<file path="config.mk">
export PLATFORM = sky130hd
export DESIGN_NAME = dmt_timer
export DESIGN_NICKNAME = d
export VERILOG_FILES = /design/src/rtl/dmt_pkg.sv /design/src/rtl/dmt_timer.sv
export SDC_FILE = /design/constraint.sdc
export NUM_CORES = 1
export LEC_CHECK = 0
export BUFFER_PORTS_ARGS = -buffer_cell sky130_fd_sc_hd__buf_4
export CORE_MARGIN = 2
export CORE_UTILIZATION = 35
export DETAILED_ROUTE_END_ITERATION = 7
export SYNTH_ARGS = -nofsm -noshare
export SYNTH_HDL_FRONTEND = slang
export SYNTH_SLANG_ARGS = --single-unit
</file>
<file path="constraint.sdc">
create_clock -name clk_in -period 2.3 [get_ports clk_in]
set_input_delay 0.46 -clock clk_in [delete_from_list [all_inputs] [get_ports clk_in]]
set_output_delay 0.46 -clock clk_in [all_outputs]
set_load 0.005 [all_outputs]
</file>
<file path="src/rtl/dmt_pkg.sv">
package dmt_pkg;

  // =====================================================================
  // register offsets (byte addresses on the 3-bit register port)
  // =====================================================================
  localparam logic [2:0] OFS_CTRL     = 3'h0;
  localparam logic [2:0] OFS_STAT     = 3'h1;
  localparam logic [2:0] OFS_CNT_HI   = 3'h2;
  localparam logic [2:0] OFS_CNT_LO   = 3'h3;
  localparam logic [2:0] OFS_CMP_HI   = 3'h4;
  localparam logic [2:0] OFS_CMP_LO   = 3'h5;
  localparam logic [2:0] OFS_CFG      = 3'h6;

  // =====================================================================
  // timer_control_reg fields
  // =====================================================================
  localparam int CTL_UPPER_LEVEL = 7;
  localparam int CTL_UPPER_CS_HI = 6;
  localparam int CTL_UPPER_CS_LO = 4;
  localparam int CTL_LOWER_LEVEL = 3;
  localparam int CTL_LOWER_CS_HI = 2;
  localparam int CTL_LOWER_CS_LO = 0;

  // =====================================================================
  // timer_ctl_status_reg fields
  // =====================================================================
  localparam int ST_UPPER_OVF  = 7;
  localparam int ST_UPPER_CMF  = 6;
  localparam int ST_UPPER_OVIE = 5;
  localparam int ST_UPPER_CCLR = 4;
  localparam int ST_LOWER_OVF  = 3;
  localparam int ST_LOWER_CMF  = 2;
  localparam int ST_LOWER_OVIE = 1;
  localparam int ST_LOWER_CCLR = 0;
  localparam logic [7:0] ST_FLAG_MASK = 8'hCC;

  // =====================================================================
  // edge and interrupt enable fields
  // =====================================================================
  localparam int CFG_EDGE_RISE = 0;
  localparam int CFG_UPPER_IEN = 1;
  localparam int CFG_LOWER_IEN = 2;

  // =====================================================================
  // reset values
  // =====================================================================
  localparam logic [15:0] RST_COUNT   = 16'h0000;
  localparam logic [15:0] RST_COMPARE = 16'hFFFF;
  localparam logic [7:0]  RST_CTRL    = 8'h00;
  localparam logic [7:0]  RST_STAT    = 8'h00;
  localparam logic [2:0]  RST_CFG     = 3'h0;

  typedef struct packed {
    logic [2:0] addr;
    logic [7:0] wdata;
    logic       wr;
    logic       rd;
  } dmt_bus_type;

  typedef struct packed {
    logic [7:0]  ctrl;
    logic [7:0]  stat;
    logic [2:0]  cfg;
    logic [15:0] cnt;
    logic [15:0] cmp;
    logic [7:0]  temp;
    logic [7:0]  armed;
    logic [4:0]  pre;
    logic        evt_prev;
    logic        pin_hi;
    logic        pin_lo;
    logic        irq_hi;
    logic        irq_lo;
    logic [7:0]  rdata;
  } dmt_state_type;

endpackage : dmt_pkg

</file>
<file path="src/rtl/dmt_timer.sv">
// Functional notes
// - clksel high bit picks 16-bit or 8-bit
// - reset: count 0000, compare FFFF, controls 00
// - four prescaled clocks: /32 /16 /4 /2
// - lower external event, edge selectable
// - 16-bit compare sets upper compare flag
// - match fires on the tick leaving match
// - upper match: interrupt if enabled, toggle pin
// - upper clear bit clears counter on match
// - 16-bit wrap sets upper overflow, gated interrupt
// - 8-bit halves compare, flag, toggle, clear
// - 8-bit half wrap sets its overflow flag
// - pins follow level bit, invert on match
// - control write beats toggle on pin
// - compare write suppresses coincident match
// - 8-bit matches only on that half's clock tick, 16-bit match on the lower tick
// - lower flags still work in 16-bit mode
// - count write drops coincident overflow
// - counter halts in low power, registers kept
// - flags cleared by zero after read one
module dmt_timer (
  input  wire logic                 clk_in,
  input  wire logic                 rst_b_in,
  input  wire dmt_pkg::dmt_bus_type bus_in,
  input  wire logic                 event_count_input_in,
  input  wire logic                 power_halt_in,
  output logic [7:0]                rdata_out,
  output logic                      upper_compare_out,
  output logic                      lower_compare_out,
  output logic                      upper_irq_out,
  output logic                      lower_irq_out
);

  // =====================================================================
  // helpers
  // =====================================================================
  function automatic logic dmt_tick(input logic [1:0] sel,
                                    input logic [4:0] pre);
    logic t;
    t = 1'b0;
    case (sel)
      2'h0: t = &pre[4:0];
      2'h1: t = &pre[3:0];
      2'h2: t = &pre[1:0];
      default: t = pre[0];
    endcase
    return t;
  endfunction : dmt_tick

  function automatic logic [7:0] dmt_inc8(input logic [7:0] v,
                                          input logic       clr);
    logic [7:0] r;
    r = clr ? 8'h00 : v + 8'h01;
    return r;
  endfunction : dmt_inc8

  dmt_pkg::dmt_state_type q_r;
  dmt_pkg::dmt_state_type s_nxt;

  logic        mode8;
  logic        tick_lo;
  logic        tick_hi;
  logic        ext_edge;
  logic        m_hi;
  logic        m_lo;
  logic        ov_hi;
  logic        ov_lo;
  logic        clr_hi;
  logic        clr_lo;
  logic        w_ctrl;
  logic        w_stat;
  logic        w_cnth;
  logic        w_cntl;
  logic        w_cmph;
  logic        w_cmpl;
  logic        w_cfg;
  logic        r_stat;
  logic        r_cnth;
  logic        r_cntl;
  logic [7:0]  flag_ev;
  logic [7:0]  flag_clr;
  logic [15:0] cnt_inc;

  // =====================================================================
  // combinational next state
  // =====================================================================
  always_comb begin
    s_nxt    = q_r;
    w_ctrl   = 1'b0;
    w_stat   = 1'b0;
    w_cnth   = 1'b0;
    w_cntl   = 1'b0;
    w_cmph   = 1'b0;
    w_cmpl   = 1'b0;
    w_cfg    = 1'b0;
    r_stat   = 1'b0;
    r_cnth   = 1'b0;
    r_cntl   = 1'b0;
    m_hi     = 1'b0;
    m_lo     = 1'b0;
    ov_hi    = 1'b0;
    ov_lo    = 1'b0;
    clr_hi   = 1'b0;
    clr_lo   = 1'b0;
    flag_ev  = 8'h00;
    flag_clr = 8'h00;
    cnt_inc  = q_r.cnt + 16'h0001;

    // address decode
    if (bus_in.addr == dmt_pkg::OFS_CTRL) begin
      w_ctrl = bus_in.wr;
    end else if (bus_in.addr == dmt_pkg::OFS_STAT) begin
      w_stat = bus_in.wr;
      r_stat = bus_in.rd;
    end else if (bus_in.addr == dmt_pkg::OFS_CNT_HI) begin
      w_cnth = bus_in.wr;
      r_cnth = bus_in.rd;
    end else if (bus_in.addr == dmt_pkg::OFS_CNT_LO) begin
      w_cntl = bus_in.wr;
      r_cntl = bus_in.rd;
    end else if (bus_in.addr == dmt_pkg::OFS_CMP_HI) begin
      w_cmph = bus_in.wr;
    end else if (bus_in.addr == dmt_pkg::OFS_CMP_LO) begin
      w_cmpl = bus_in.wr;
    end else if (bus_in.addr == dmt_pkg::OFS_CFG) begin
      w_cfg = bus_in.wr;
    end

    mode8 = q_r.ctrl[dmt_pkg::CTL_UPPER_CS_HI];

    // counter clocks
    s_nxt.pre      = q_r.pre + 5'h01;
    s_nxt.evt_prev = event_count_input_in;
    ext_edge = q_r.cfg[dmt_pkg::CFG_EDGE_RISE] ?
               (event_count_input_in & ~q_r.evt_prev) :
               (~event_count_input_in & q_r.evt_prev);
    tick_lo = ~power_halt_in &
              (q_r.ctrl[dmt_pkg::CTL_LOWER_CS_HI] ?
               dmt_tick(q_r.ctrl[1:0], q_r.pre) : ext_edge);
    tick_hi = ~power_halt_in & dmt_tick(q_r.ctrl[5:4], q_r.pre);

    // compare, clear, overflow
    if (!mode8) begin
      // whole-word match fires on the lower clock tick leaving it
      m_hi = tick_lo & (q_r.cnt == q_r.cmp) & ~w_cmpl;
      m_lo = tick_lo & (q_r.cnt[7:0] == q_r.cmp[7:0]) &
             ~w_cmpl;
      clr_hi = m_hi & q_r.stat[dmt_pkg::ST_UPPER_CCLR];
      ov_hi = tick_lo & ~clr_hi & (q_r.cnt == 16'hFFFF) &
              ~w_cntl;
      ov_lo = tick_lo & ~clr_hi & (q_r.cnt[7:0] == 8'hFF) &
              ~w_cntl;
      if (clr_hi) begin
        s_nxt.cnt = 16'h0000;
      end else if (tick_lo) begin
        s_nxt.cnt = cnt_inc;
      end
    end else begin
      m_hi = tick_hi & (q_r.cnt[15:8] == q_r.cmp[15:8]) &
             ~w_cmph;
      m_lo = tick_lo & (q_r.cnt[7:0] == q_r.cmp[7:0]) &
             ~w_cmpl;
      clr_hi = m_hi & q_r.stat[dmt_pkg::ST_UPPER_CCLR];
      clr_lo = m_lo & q_r.stat[dmt_pkg::ST_LOWER_CCLR];
      ov_hi = tick_hi & ~clr_hi & (q_r.cnt[15:8] == 8'hFF) &
              ~w_cnth;
      ov_lo = tick_lo & ~clr_lo & (q_r.cnt[7:0] == 8'hFF) &
              ~w_cntl;
      if (tick_hi) begin
        s_nxt.cnt[15:8] = dmt_inc8(q_r.cnt[15:8], clr_hi);
      end
      if (tick_lo) begin
        s_nxt.cnt[7:0] = dmt_inc8(q_r.cnt[7:0], clr_lo);
      end
    end

    // byte access, 16-bit writes and count reads pass through the holding byte
    if (!mode8) begin
      if (w_cnth || w_cmph) begin
        s_nxt.temp = bus_in.wdata;
      end
      if (r_cnth) begin
        s_nxt.temp = q_r.cnt[7:0];
      end
      if (w_cntl) begin
        s_nxt.cnt = {q_r.temp, bus_in.wdata};
      end
      if (w_cmpl) begin
        s_nxt.cmp = {q_r.temp, bus_in.wdata};
      end
    end else begin
      if (w_cnth) begin
        s_nxt.cnt[15:8] = bus_in.wdata;
      end
      if (w_cntl) begin
        s_nxt.cnt[7:0] = bus_in.wdata;
      end
      if (w_cmph) begin
        s_nxt.cmp[15:8] = bus_in.wdata;
      end
      if (w_cmpl) begin
        s_nxt.cmp[7:0] = bus_in.wdata;
      end
    end

    if (w_ctrl) begin
      s_nxt.ctrl = bus_in.wdata;
    end
    if (w_cfg) begin
      s_nxt.cfg = bus_in.wdata[2:0];
    end

    // flags: clear needs a prior read of one, a new event wins
    flag_ev[dmt_pkg::ST_UPPER_OVF] = ov_hi;
    flag_ev[dmt_pkg::ST_UPPER_CMF] = m_hi;
    flag_ev[dmt_pkg::ST_LOWER_OVF] = ov_lo;
    flag_ev[dmt_pkg::ST_LOWER_CMF] = m_lo;
    if (w_stat) begin
      flag_clr = q_r.armed & ~bus_in.wdata & dmt_pkg::ST_FLAG_MASK;
      s_nxt.stat = (bus_in.wdata & ~dmt_pkg::ST_FLAG_MASK) |
                   (q_r.stat & dmt_pkg::ST_FLAG_MASK);
    end
    s_nxt.stat = (s_nxt.stat & ~flag_clr) | flag_ev;
    if (r_stat) begin
      s_nxt.armed = q_r.stat & dmt_pkg::ST_FLAG_MASK;
    end else begin
      s_nxt.armed = q_r.armed & s_nxt.stat;
    end

    // compare pins
    if (w_ctrl) begin
      s_nxt.pin_hi = bus_in.wdata[dmt_pkg::CTL_UPPER_LEVEL];
      s_nxt.pin_lo = bus_in.wdata[dmt_pkg::CTL_LOWER_LEVEL];
    end else begin
      s_nxt.pin_hi = q_r.pin_hi ^ m_hi;
      s_nxt.pin_lo = q_r.pin_lo ^ m_lo;
    end

    // interrupt request levels
    s_nxt.irq_hi = s_nxt.cfg[dmt_pkg::CFG_UPPER_IEN] &
                   (s_nxt.stat[dmt_pkg::ST_UPPER_CMF] |
                    (s_nxt.stat[dmt_pkg::ST_UPPER_OVF] &
                     s_nxt.stat[dmt_pkg::ST_UPPER_OVIE]));
    s_nxt.irq_lo = s_nxt.cfg[dmt_pkg::CFG_LOWER_IEN] &
                   (s_nxt.stat[dmt_pkg::ST_LOWER_CMF] |
                    (s_nxt.stat[dmt_pkg::ST_LOWER_OVF] &
                     s_nxt.stat[dmt_pkg::ST_LOWER_OVIE]));

    // read data, valid only the cycle after the strobe
    s_nxt.rdata = 8'h00;
    if (bus_in.rd) begin
      if (bus_in.addr == dmt_pkg::OFS_CTRL) begin
        s_nxt.rdata = q_r.ctrl;
      end else if (r_stat) begin
        s_nxt.rdata = q_r.stat;
      end else if (r_cnth) begin
        s_nxt.rdata = q_r.cnt[15:8];
      end else if (r_cntl) begin
        s_nxt.rdata = mode8 ? q_r.cnt[7:0] : q_r.temp;
      end else if (bus_in.addr == dmt_pkg::OFS_CMP_HI) begin
        s_nxt.rdata = q_r.cmp[15:8];
      end else if (bus_in.addr == dmt_pkg::OFS_CMP_LO) begin
        s_nxt.rdata = q_r.cmp[7:0];
      end else if (bus_in.addr == dmt_pkg::OFS_CFG) begin
        s_nxt.rdata = {5'h00, q_r.cfg};
      end
    end
  end

  // =====================================================================
  // state register
  // =====================================================================
  always_ff @(posedge clk_in or negedge rst_b_in) begin
    if (!rst_b_in) begin
      q_r <= '{ctrl: dmt_pkg::RST_CTRL, stat: dmt_pkg::RST_STAT,
               cfg: dmt_pkg::RST_CFG, cnt: dmt_pkg::RST_COUNT,
               cmp: dmt_pkg::RST_COMPARE, temp: 8'h00, armed: 8'h00,
               pre: 5'h00, evt_prev: 1'b0, pin_hi: 1'b0, pin_lo: 1'b0,
               irq_hi: 1'b0, irq_lo: 1'b0, rdata: 8'h00};
    end else begin
      q_r <= s_nxt;
    end
  end

  assign rdata_out         = q_r.rdata;
  assign upper_compare_out = q_r.pin_hi;
  assign lower_compare_out = q_r.pin_lo;
  assign upper_irq_out     = q_r.irq_hi;
  assign lower_irq_out     = q_r.irq_lo;
endmodule : dmt_timer

</file>
==> flow_summary.ini, run 1 <==
[outcome]
outcome = complete, no violations

[global_route]
grt_first_pass_wirelength_um = 26400
antenna_found_initial = 0
grt_pass1_vias = 4423
grt_max_degree = 43
track_usage_pct = 23.9
grt.overflow.total = 0

[cts]
htree_levels = 3
cts_buffer_depth = 2
numCtsBuffers = 9
clk_latency_ns = 0.35
clkTransAtPathRegs_ns = 0.06
cts_root_buf = clkbuf_16
cts_tree = yes
cts.sinks = 81

[synthesis]
synth_cells = 558
yosysMostFrequentCell = nand2_1
ys_ff_latch = 81
ys.flop_type = dfrtp_1
synthTopCellsByArea = dfrtp_1 33%, dfstp_2 8.5%, nand2_1 5.8%
yosys-top-cells-count = 76 x nand2_1, 65 x dfrtp_1, 40 x o21ai_0
yosys_warnings = 0
syn-mean-instance-area_sq_um = 8.88
synth_top_cell_area_share_pct = 32.8
syn-cell-area_sq_mm = 0.00496
async_flop_share_pct = 100
synth_largest_area_cell = dfrtp_1
syn_nets = 578
seq_area_frac_synth_pct = 41.3
ys_types = 66
synth_edf_count = 0

[layout]
diodes = 0
nets = 637
nFillCells = 1349
fin_util_pct = 43.7
multiInputGateArea_sq_mm = 0.00270
drive_above_1_share_pct = 25.1
syn2layout_area_growth_pct = 22.5
ff_latch_area_sq_mm = 0.00205

[setup_path]
crit_fanout = 5
crit_buf_inv = 1
endpoint_kind = flip-flop
start_kind = flip-flop
ff2ff_setup_slack_ns = 0.04
path_cells = ha_4 -> nand3_4 -> or4_4 -> and3_4 -> o31ai_4 -> buf_4 -> o41a_1 -> o21ai_1
crit_family = simple AND/OR/NAND/NOR gates
worstReg2RegEnd = q_r[25]
r2r_cells = 8
arrival_ns = 2.49
cpMaxStageDelayCell = or4_4
cpPeakStageDelay_ns = 0.46
critical_path_class = reg -> reg
r2r_start = q_r[14]
critPathRequiredTime_ns = 2.53

[power]
p_comb_share_pct = 37.3
sw_frac_of_total_pct = 36.8
powerDensity_mw_per_mm2 = 981
pwr-share-clk_pct = 25.7
vdd_drop_max_uv = 371
power_frac_seq_pct = 37.0
p_int_w = 0.00376
p_sw_w = 0.00219
total_power_w = 0.00595
power_leakage_nw = 2.60

[sta]
maxSlewViolCount = 0
finalCriticalPeriod_ns = 2.26
max_freq_ghz = 0.443
tightest_slew_ns = 0.652
whs_ns = 0.128
clock_skew_ns = 0.00830
slew_headroom_pct = 56.5
grt_setup_unrepaired = yes
finalCritPeriodShare_pct = 98.2
hold_violations = 0
finalSetupTns_ns = 0
post-route-worst-setup-slack_ns = 0.0413
setup_viol = 0

[detailed_routing]
drtIter0Drc = 353
wl_per_cell_um = 21.5
firstDrtPassIters = 5
drc = 0
route.antenna.remaining_nets = 0
wl_um = 17300
vias_per_cell = 5.75
vias = 4612

[floorplan]
fp.coreArea_sq_mm = 0.0139
core.rowCount = 43
dieArea_sq_mm = 0.0151
die_h_um = 123
start_util_pct = 35.7
fp.dieW_um = 123
ioPinCount = 29

[hold_path]
min_path_type = in -> async

[placed_design]
gp_congestion = 0.949
io_buffer_count = 28
pre_cts_ws_ns = -0.133
hpwlAfterDp_um = 12500

[flow_run]
drv_cap = 0
[placed cells by master, fill, tap and decap left out, drive strengths merged, types with 9 or more instances in the layout]
cell    count
dfstp      16
dfrtp      65
mux2i      25
o21ai      47
mux2       14
nand3      17
xnor2       9
a21oi      35
nand2      76
nor2       27
clkbuf     12
inv        15
and3       10
xor2       20
nand2b     10
buf        94
o31ai       9
[what timing repair did]
action                                  in CTS  in global routing
gates resized for setup                      4                 10
hold buffers                                 0                  0
gates cloned                                 0                  1
buffers inserted                             0                  2
endpoints found under the setup margin       6                 13
pin swaps                                    2                  5
[cell type report]
cell class	count	area share (%)
Multi-Input combinational cell	415	44.5
Sequential cell	81	33.7
Timing Repair Buffer	94	12.0
Clock buffer	12	3.90
Tap cell	180	3.71
Clock inverter	4	1.15
Inverter	16	0.989
[cell families (layout without fill, tap and decap cells)]
| kind of cell | after synthesis | after routing | synth area share, % |
|---|---|---|---|
| buf+inv | 63 | 126 | 5.63 |
| mux | 39 | 39 | 8.23 |
| xor+xnor | 29 | 29 | 5.13 |
| fa+ha+maj | 3 | 3 | 0.757 |
| simple gates | 192 | 193 | 19.2 |
| compound gates | 151 | 151 | 19.8 |
| flops | 81 | 81 | 41.3 |
[worst register-to-register path, cell delays in order, from the launching register on]
cell     delay (ns)
dfrtp_1        0.39
ha_4           0.19
nand3_4        0.08
or4_4          0.46
and3_4         0.25
o31ai_4        0.25
buf_4          0.15
o41a_1         0.25
o21ai_1        0.10
[sequential cells by signal, indices dropped and copies added (netlist names), named ones only]
name / cells
q_r: 66
rdata_out: 8
lower_compare_out: 1
lower_irq_out: 1
mode8: 1
upper_compare_out: 1
upper_irq_out: 1
[worst max path at each step]
stage	cells past startpoint	from	endpoint
floorplan	8	power_halt_in	upper_compare_out
global placement	7	power_halt_in	upper_compare_out
detailed placement	8	power_halt_in	upper_irq_out
CTS	8	q_r[14]	upper_irq_out
global route	7	q_r[14]	upper_compare_out
finish	8	q_r[14]	q_r[25]
[power by group through the flow]
stage | logic [W] | clock network, W | registers, W
after CTS | 0.00219 | 0.00155 | 0.00219
after floorplan | 0.00140 | 0 | 0.00208
final | 0.00222 | 0.00153 | 0.00220
after detailed placement | 0.00216 | 0 | 0.00221
after global placement | 0.00215 | 0 | 0.00221
after global routing | 0.00242 | 0.00162 | 0.00224
[stage by stage]
stage / area [sq um] / instances
2_1_floorplan: 4970 / 558
3_3_place_gp: 5680 / 783
3_5_place_dp: 5680 / 783
4_1_cts: 6010 / 799
5_1_grt: 6070 / 802
6_report: 6070 / 802
[metal layers]
metal  share of wire [%]  global-route usage [%]  vias to the layer above
met2                  46                    37.6                      197
met3                 6.9                    4.75                       45
met4                 3.5                    10.1                        0
met1                  43                    32.0                     2262
li1                    -                       -                     2108
met5                   0                       0                        -
No activity file was read; power rests on OpenSTA's default activity.
==> run 2, diff against run 1 <==
Settings changed: GPL_TIMING_DRIVEN set to 0, REMOVE_ABC_BUFFERS set to 1.
==> flow_summary.ini, run 2 (same netlist as run 1, synthesis figures left out) <==
[outcome]
outcome = complete, no violations

[global_route]
grt_first_pass_wirelength_um = 24100
grt.overflow.total = 0
track_usage_pct = 21.4
antenna_found_initial = 0
grt_pass1_vias = 4218
grt_max_degree = 82

[cts]
clk_latency_ns = 0.35
cts.sinks = 81
clkTransAtPathRegs_ns = 0.06
cts_root_buf = clkbuf_16
numCtsBuffers = 9
cts_tree = yes
cts_buffer_depth = 2
htree_levels = 3

[setup_path]
cpMaxStageDelayCell = or4_4
endpoint_kind = flip-flop
critical_path_class = reg -> reg
path_cells = nand2b_1 -> or4_4 -> and3_4 -> buf_6 -> a211oi_4 -> buf_6 -> or3_1 -> a21oi_1
startpoint = q_r[79]
cpMostUsedCell = buf_6
crit_fanout = 8
r2r_start = q_r[79]
critPathRequiredTime_ns = 2.54
cpPeakStageDelay_ns = 0.56
start_kind = flip-flop
arrival_ns = 2.51

[layout]
drive_above_1_share_pct = 22.7
layout_commonest_cell = nand2_1
nets = 591
diodes = 0
syn2layout_area_growth_pct = 17.9
layout_common_cells = 76 x nand2_1, 59 x dfrtp_1, 42 x buf_4
largest_register = q_r
largest_register_ffs = 66

[detailed_routing]
vias = 4375
wl_per_cell_um = 20.6
vias_per_cell = 5.79
firstDrtPassIters = 5
drc = 0
wl_um = 15600
route.antenna.remaining_nets = 0
drtIter0Drc = 381

[placed_design]
io_buffer_count = 28
hpwlAfterDp_um = 10500
pre_cts_ws_ns = -0.592
gp_congestion = 0.909

[sta]
max_freq_ghz = 0.441
slew_headroom_pct = 29.7
finalCritPeriodShare_pct = 98.6
finalSetupTns_ns = 0
grt_setup_unrepaired = yes
post-route-worst-setup-slack_ns = 0.0315
hold_violations = 0
setup_viol = 0
maxSlewViolCount = 0
tightest_slew_ns = 1.06
clock_skew_ns = 0.00585
finalCriticalPeriod_ns = 2.27

[floorplan]
start_util_pct = 35.7
fp.coreArea_sq_mm = 0.0139
fp.dieW_um = 123
dieArea_sq_mm = 0.0151
die_h_um = 123
ioPinCount = 29
core.rowCount = 43

[hold_path]
min_path_type = in -> reg
worstHoldStart = event_count_input_in

[flow_run]
drv_cap = 0

[power]
vdd_drop_max_uv = 447
power_leakage_nw = 2.41
powerDensity_mw_per_mm2 = 953
run 2: cell count changes in the layout (fill, tap and decap cells not counted), sizes merged:
cell,delta
buf,-45
bufinv,-2
clkinv,+2
and3,-1
clkbuf,-1
inv,+1
run 2: per-layer routing:
layer	part of all wire, %	global-route usage (%)
met1	45	29.6
met2	45	32.6
met3	6.8	4.66
met4	3.2	8.88
met5	0	0
run 2: worst paths after layout:
| kind | to | slack (ns) | depth (start not counted) |
|---|---|---|---|
| setup / recovery | q_r[50] | 0.03 | 8 |
| hold / removal | q_r[12] | 0.23 | 1 |
| setup reg to reg | q_r[50] | 0.03 | 8 |
| hold reg to reg | q_r[33] | 0.49 | 2 |
| max in group asynchronous | mode8 | 1.23 | 1 |
| min in group asynchronous | q_r[13] | 0.28 | 1 |
run 2: what timing repair did:
| action | 4_1_cts | 5_1_grt |
|---|---|---|
| setup endpoints to repair | 28 | 23 |
| buffers inserted | 14 | 6 |
| gates resized for setup | 20 | 21 |
| hold buffers | 0 | 0 |
| pin swaps | 21 | 13 |
run 2: metrics by stage:
step	power, W	hold WS [ns]	area [sq um]	utilization (%)	cells
2_1_floorplan	0.00338	0.164	4740	-	511
3_3_place_gp	0.00396	0.459	5170	37.3	719
3_5_place_dp	0.00401	0.480	5190	37.4	720
4_1_cts	0.00546	0.222	5700	41.0	750
5_1_grt	0.00588	0.219	5840	42.1	756
6_report	0.00557	0.232	5840	42.1	756
run 2: cell type report:
cell class                      count  area, sq um
Clock inverter                      5         28.8
Multi-Input combinational cell    414         2800
Sequential cell                    81         2060
Tap cell                          180          225
Fill cell                        1368         8040
Clock buffer                       11          243
Inverter                           16         60.1
Timing Repair Buffer               49          429
run 2: critical path: cells and delay by family (launching register included):
kind	cells	cell delay, ns
buffers and inverters	2	0.33
flip-flops	1	0.45
AO/OA/AOI/OAI	2	0.32
AND/OR/NAND/NOR	4	1.03
run 2: power breakdown:
part           switching [W]  internal (W)
sequential          0.000607       0.00186
clock               0.000598      0.000757
combinational       0.000952      0.000797
total                0.00216       0.00341
==> run 3, diff against run 2 <==
--- a/config.mk
+++ b/config.mk
@@ -8,2 +8,3 @@
 export BUFFER_PORTS_ARGS = -buffer_cell sky130_fd_sc_hd__buf_4
+export CAP_MARGIN = 20
 export CORE_MARGIN = 2
==> constraint.sdc (replaced) <==
create_clock -name clk_in -period 2.3 [get_ports clk_in]
set_input_delay 0.115 -clock clk_in [delete_from_list [all_inputs] [get_ports clk_in]]
set_output_delay 0.115 -clock clk_in [all_outputs]
set_load 0.005 [all_outputs]
==> flow_summary.ini, run 3 (same netlist as run 1, synthesis figures left out) <==
[layout]
drive_above_1_share_pct = 22.4
layout_commonest_cell = nand2_1
largest_register = q_r
design_area_sq_mm = 0.00589
layout_common_cells = 76 x nand2_1, 59 x dfrtp_1, 46 x buf_4
nets = 596
largest_register_ffs = 66
layout.cells.non_filler = 761
nFillCells = 1374
multiInputGateArea_sq_mm = 0.00276
syn2layout_area_growth_pct = 18.9
ff_latch_area_sq_mm = 0.00206
diodes = 0

[global_route]
grt_first_pass_wirelength_um = 24500
antenna_found_initial = 0
grt_pass1_vias = 4253
grt_max_degree = 82
track_usage_pct = 21.6
grt.overflow.total = 0

[cts]
htree_levels = 3
cts_tree = yes
numCtsBuffers = 9
cts_buffer_depth = 2
cts.sinks = 81
cts_root_buf = clkbuf_16
clkTransAtPathRegs_ns = 0.07
clk_latency_ns = 0.35

[detailed_routing]
route.antenna.remaining_nets = 0
wl_met3_um = 1060
drc = 0
firstDrtPassIters = 5
wl_met2_um = 7240
wl_per_cell_um = 20.5
vias = 4418
highest_layer = met4
wl_um = 15600
drtIter0Drc = 362
vias_per_cell = 5.81
drt-met1-wl_um = 6750

[sta]
clock_skew_ns = 0.00698
slew_headroom_pct = 34.3
hold_violations = 0
finalCriticalPeriod_ns = 2.26
grt_setup_unrepaired = yes
post-route-worst-setup-slack_ns = 0.0434
setup_viol = 0
tightest_slew_ns = 0.981
maxSlewViolCount = 0
finalCritPeriodShare_pct = 98.1
max_freq_ghz = 0.443

[setup_path]
endpoint_kind = flip-flop
start_kind = flip-flop
path_cells = ha_4 -> mux2i_1 -> or3b_4 -> nand3_2 -> nand4_1 -> o41a_1 -> o2bb2ai_1
r2r_start = q_r[14]
crit_fanout = 6
cp.depth = 7
arrival_ns = 2.53
critical_path_class = reg -> reg
critPathRequiredTime_ns = 2.57
crit_buf_inv = 0
cpMaxStageDelayCell = o41a_1
cpPeakStageDelay_ns = 0.47
worstReg2RegEnd = upper_irq_out
startpoint = q_r[14]
crit_family = simple AND/OR/NAND/NOR gates
r2r_cells = 7
endpoint = upper_irq_out
ff2ff_setup_slack_ns = 0.04

[floorplan]
die_h_um = 123
start_util_pct = 35.7
dieArea_sq_mm = 0.0151
core.rowCount = 43
ioPinCount = 29
fp.dieW_um = 123
fp.coreArea_sq_mm = 0.0139

[placed_design]
io_buffer_count = 28
placed_cell_area_sq_mm = 0.00520
gp_congestion = 0.909
pre_cts_ws_ns = -0.543
place_inst = 721
hpwlAfterDp_um = 10600

[power]
power_frac_seq_pct = 42.9
p_sw_w = 0.00215
power_leakage_nw = 2.43
sw_frac_of_total_pct = 37.3
total_power_w = 0.00575
p_int_w = 0.00360
pwr-share-clk_pct = 27.1
powerDensity_mw_per_mm2 = 976
vdd_drop_max_uv = 481
p_comb_share_pct = 30.1

[hold_path]
min_path_type = in -> reg

[outcome]
outcome = complete, no violations

[flow_run]
drv_cap = 0
[run 3: through the flow]
step	util [%]	setup TNS [ns]	hold WS, ns
detailed placement	37.5	-9.39	0.243
global placement	37.3	-21.02	0.242
floorplan	-	-0.284	-0.181
finish	42.4	0	0.0570
global route	42.4	-0.0909	0.0642
CTS	41.4	-0.0390	0.00506
[run 3: cell type report]
| cell class | count | area share, % |
|---|---|---|
| Clock buffer | 11 | 3.95 |
| Clock inverter | 5 | 1.36 |
| Inverter | 16 | 1.02 |
| Multi-Input combinational cell | 414 | 46.8 |
| Sequential cell | 81 | 34.9 |
| Tap cell | 180 | 3.82 |
| Timing Repair Buffer | 54 | 8.14 |
[run 3: repair_timing]
item                                   in CTS  in global routing
hold buffers                                1                  1
setup endpoints to repair                  30                 24
setup buffers                              15                  6
endpoints found under the hold margin       1                 66
pin swaps                                  17                 10
resized for setup                          14                 16
[run 3: layer usage]
| layer | global-route usage [%] | up-vias |
|---|---|---|
| li1 | - | 2031 |
| met1 | 29.4 | 2151 |
| met2 | 33.0 | 189 |
| met3 | 4.43 | 47 |
| met4 | 10.3 | 0 |
| met5 | 0 | - |
[run 3: how the worst min path moves through the flow]
stage / start / end / slack [ns] / cells past startpoint
4_1_cts: rst_b_in / q_r[15] / 0.005 / 1
3_5_place_dp: event_count_input_in / q_r[12] / 0.24 / 1
3_3_place_gp: event_count_input_in / q_r[12] / 0.24 / 1
5_1_grt: bus_in[6] / q_r[81] / 0.06 / 3
6_report: bus_in[6] / q_r[81] / 0.06 / 3
2_1_floorplan: rst_b_in / asynchronous set/reset pin / -0.18 / 0
[run 3: power groups by stage]
stage	sequential (W)	clock [W]	combinational [W]
floorplan	0.00224	0	0.00114
global placement	0.00243	0	0.00153
detailed placement	0.00245	0	0.00156
CTS	0.00244	0.00158	0.00165
global route	0.00252	0.00163	0.00193
finish	0.00246	0.00155	0.00173
[run 3: tightest hold or removal path, cell delays in order]
cell and delay, ns:
buf_4 0.16, nand2_1 0.06, nand2_1 0.04
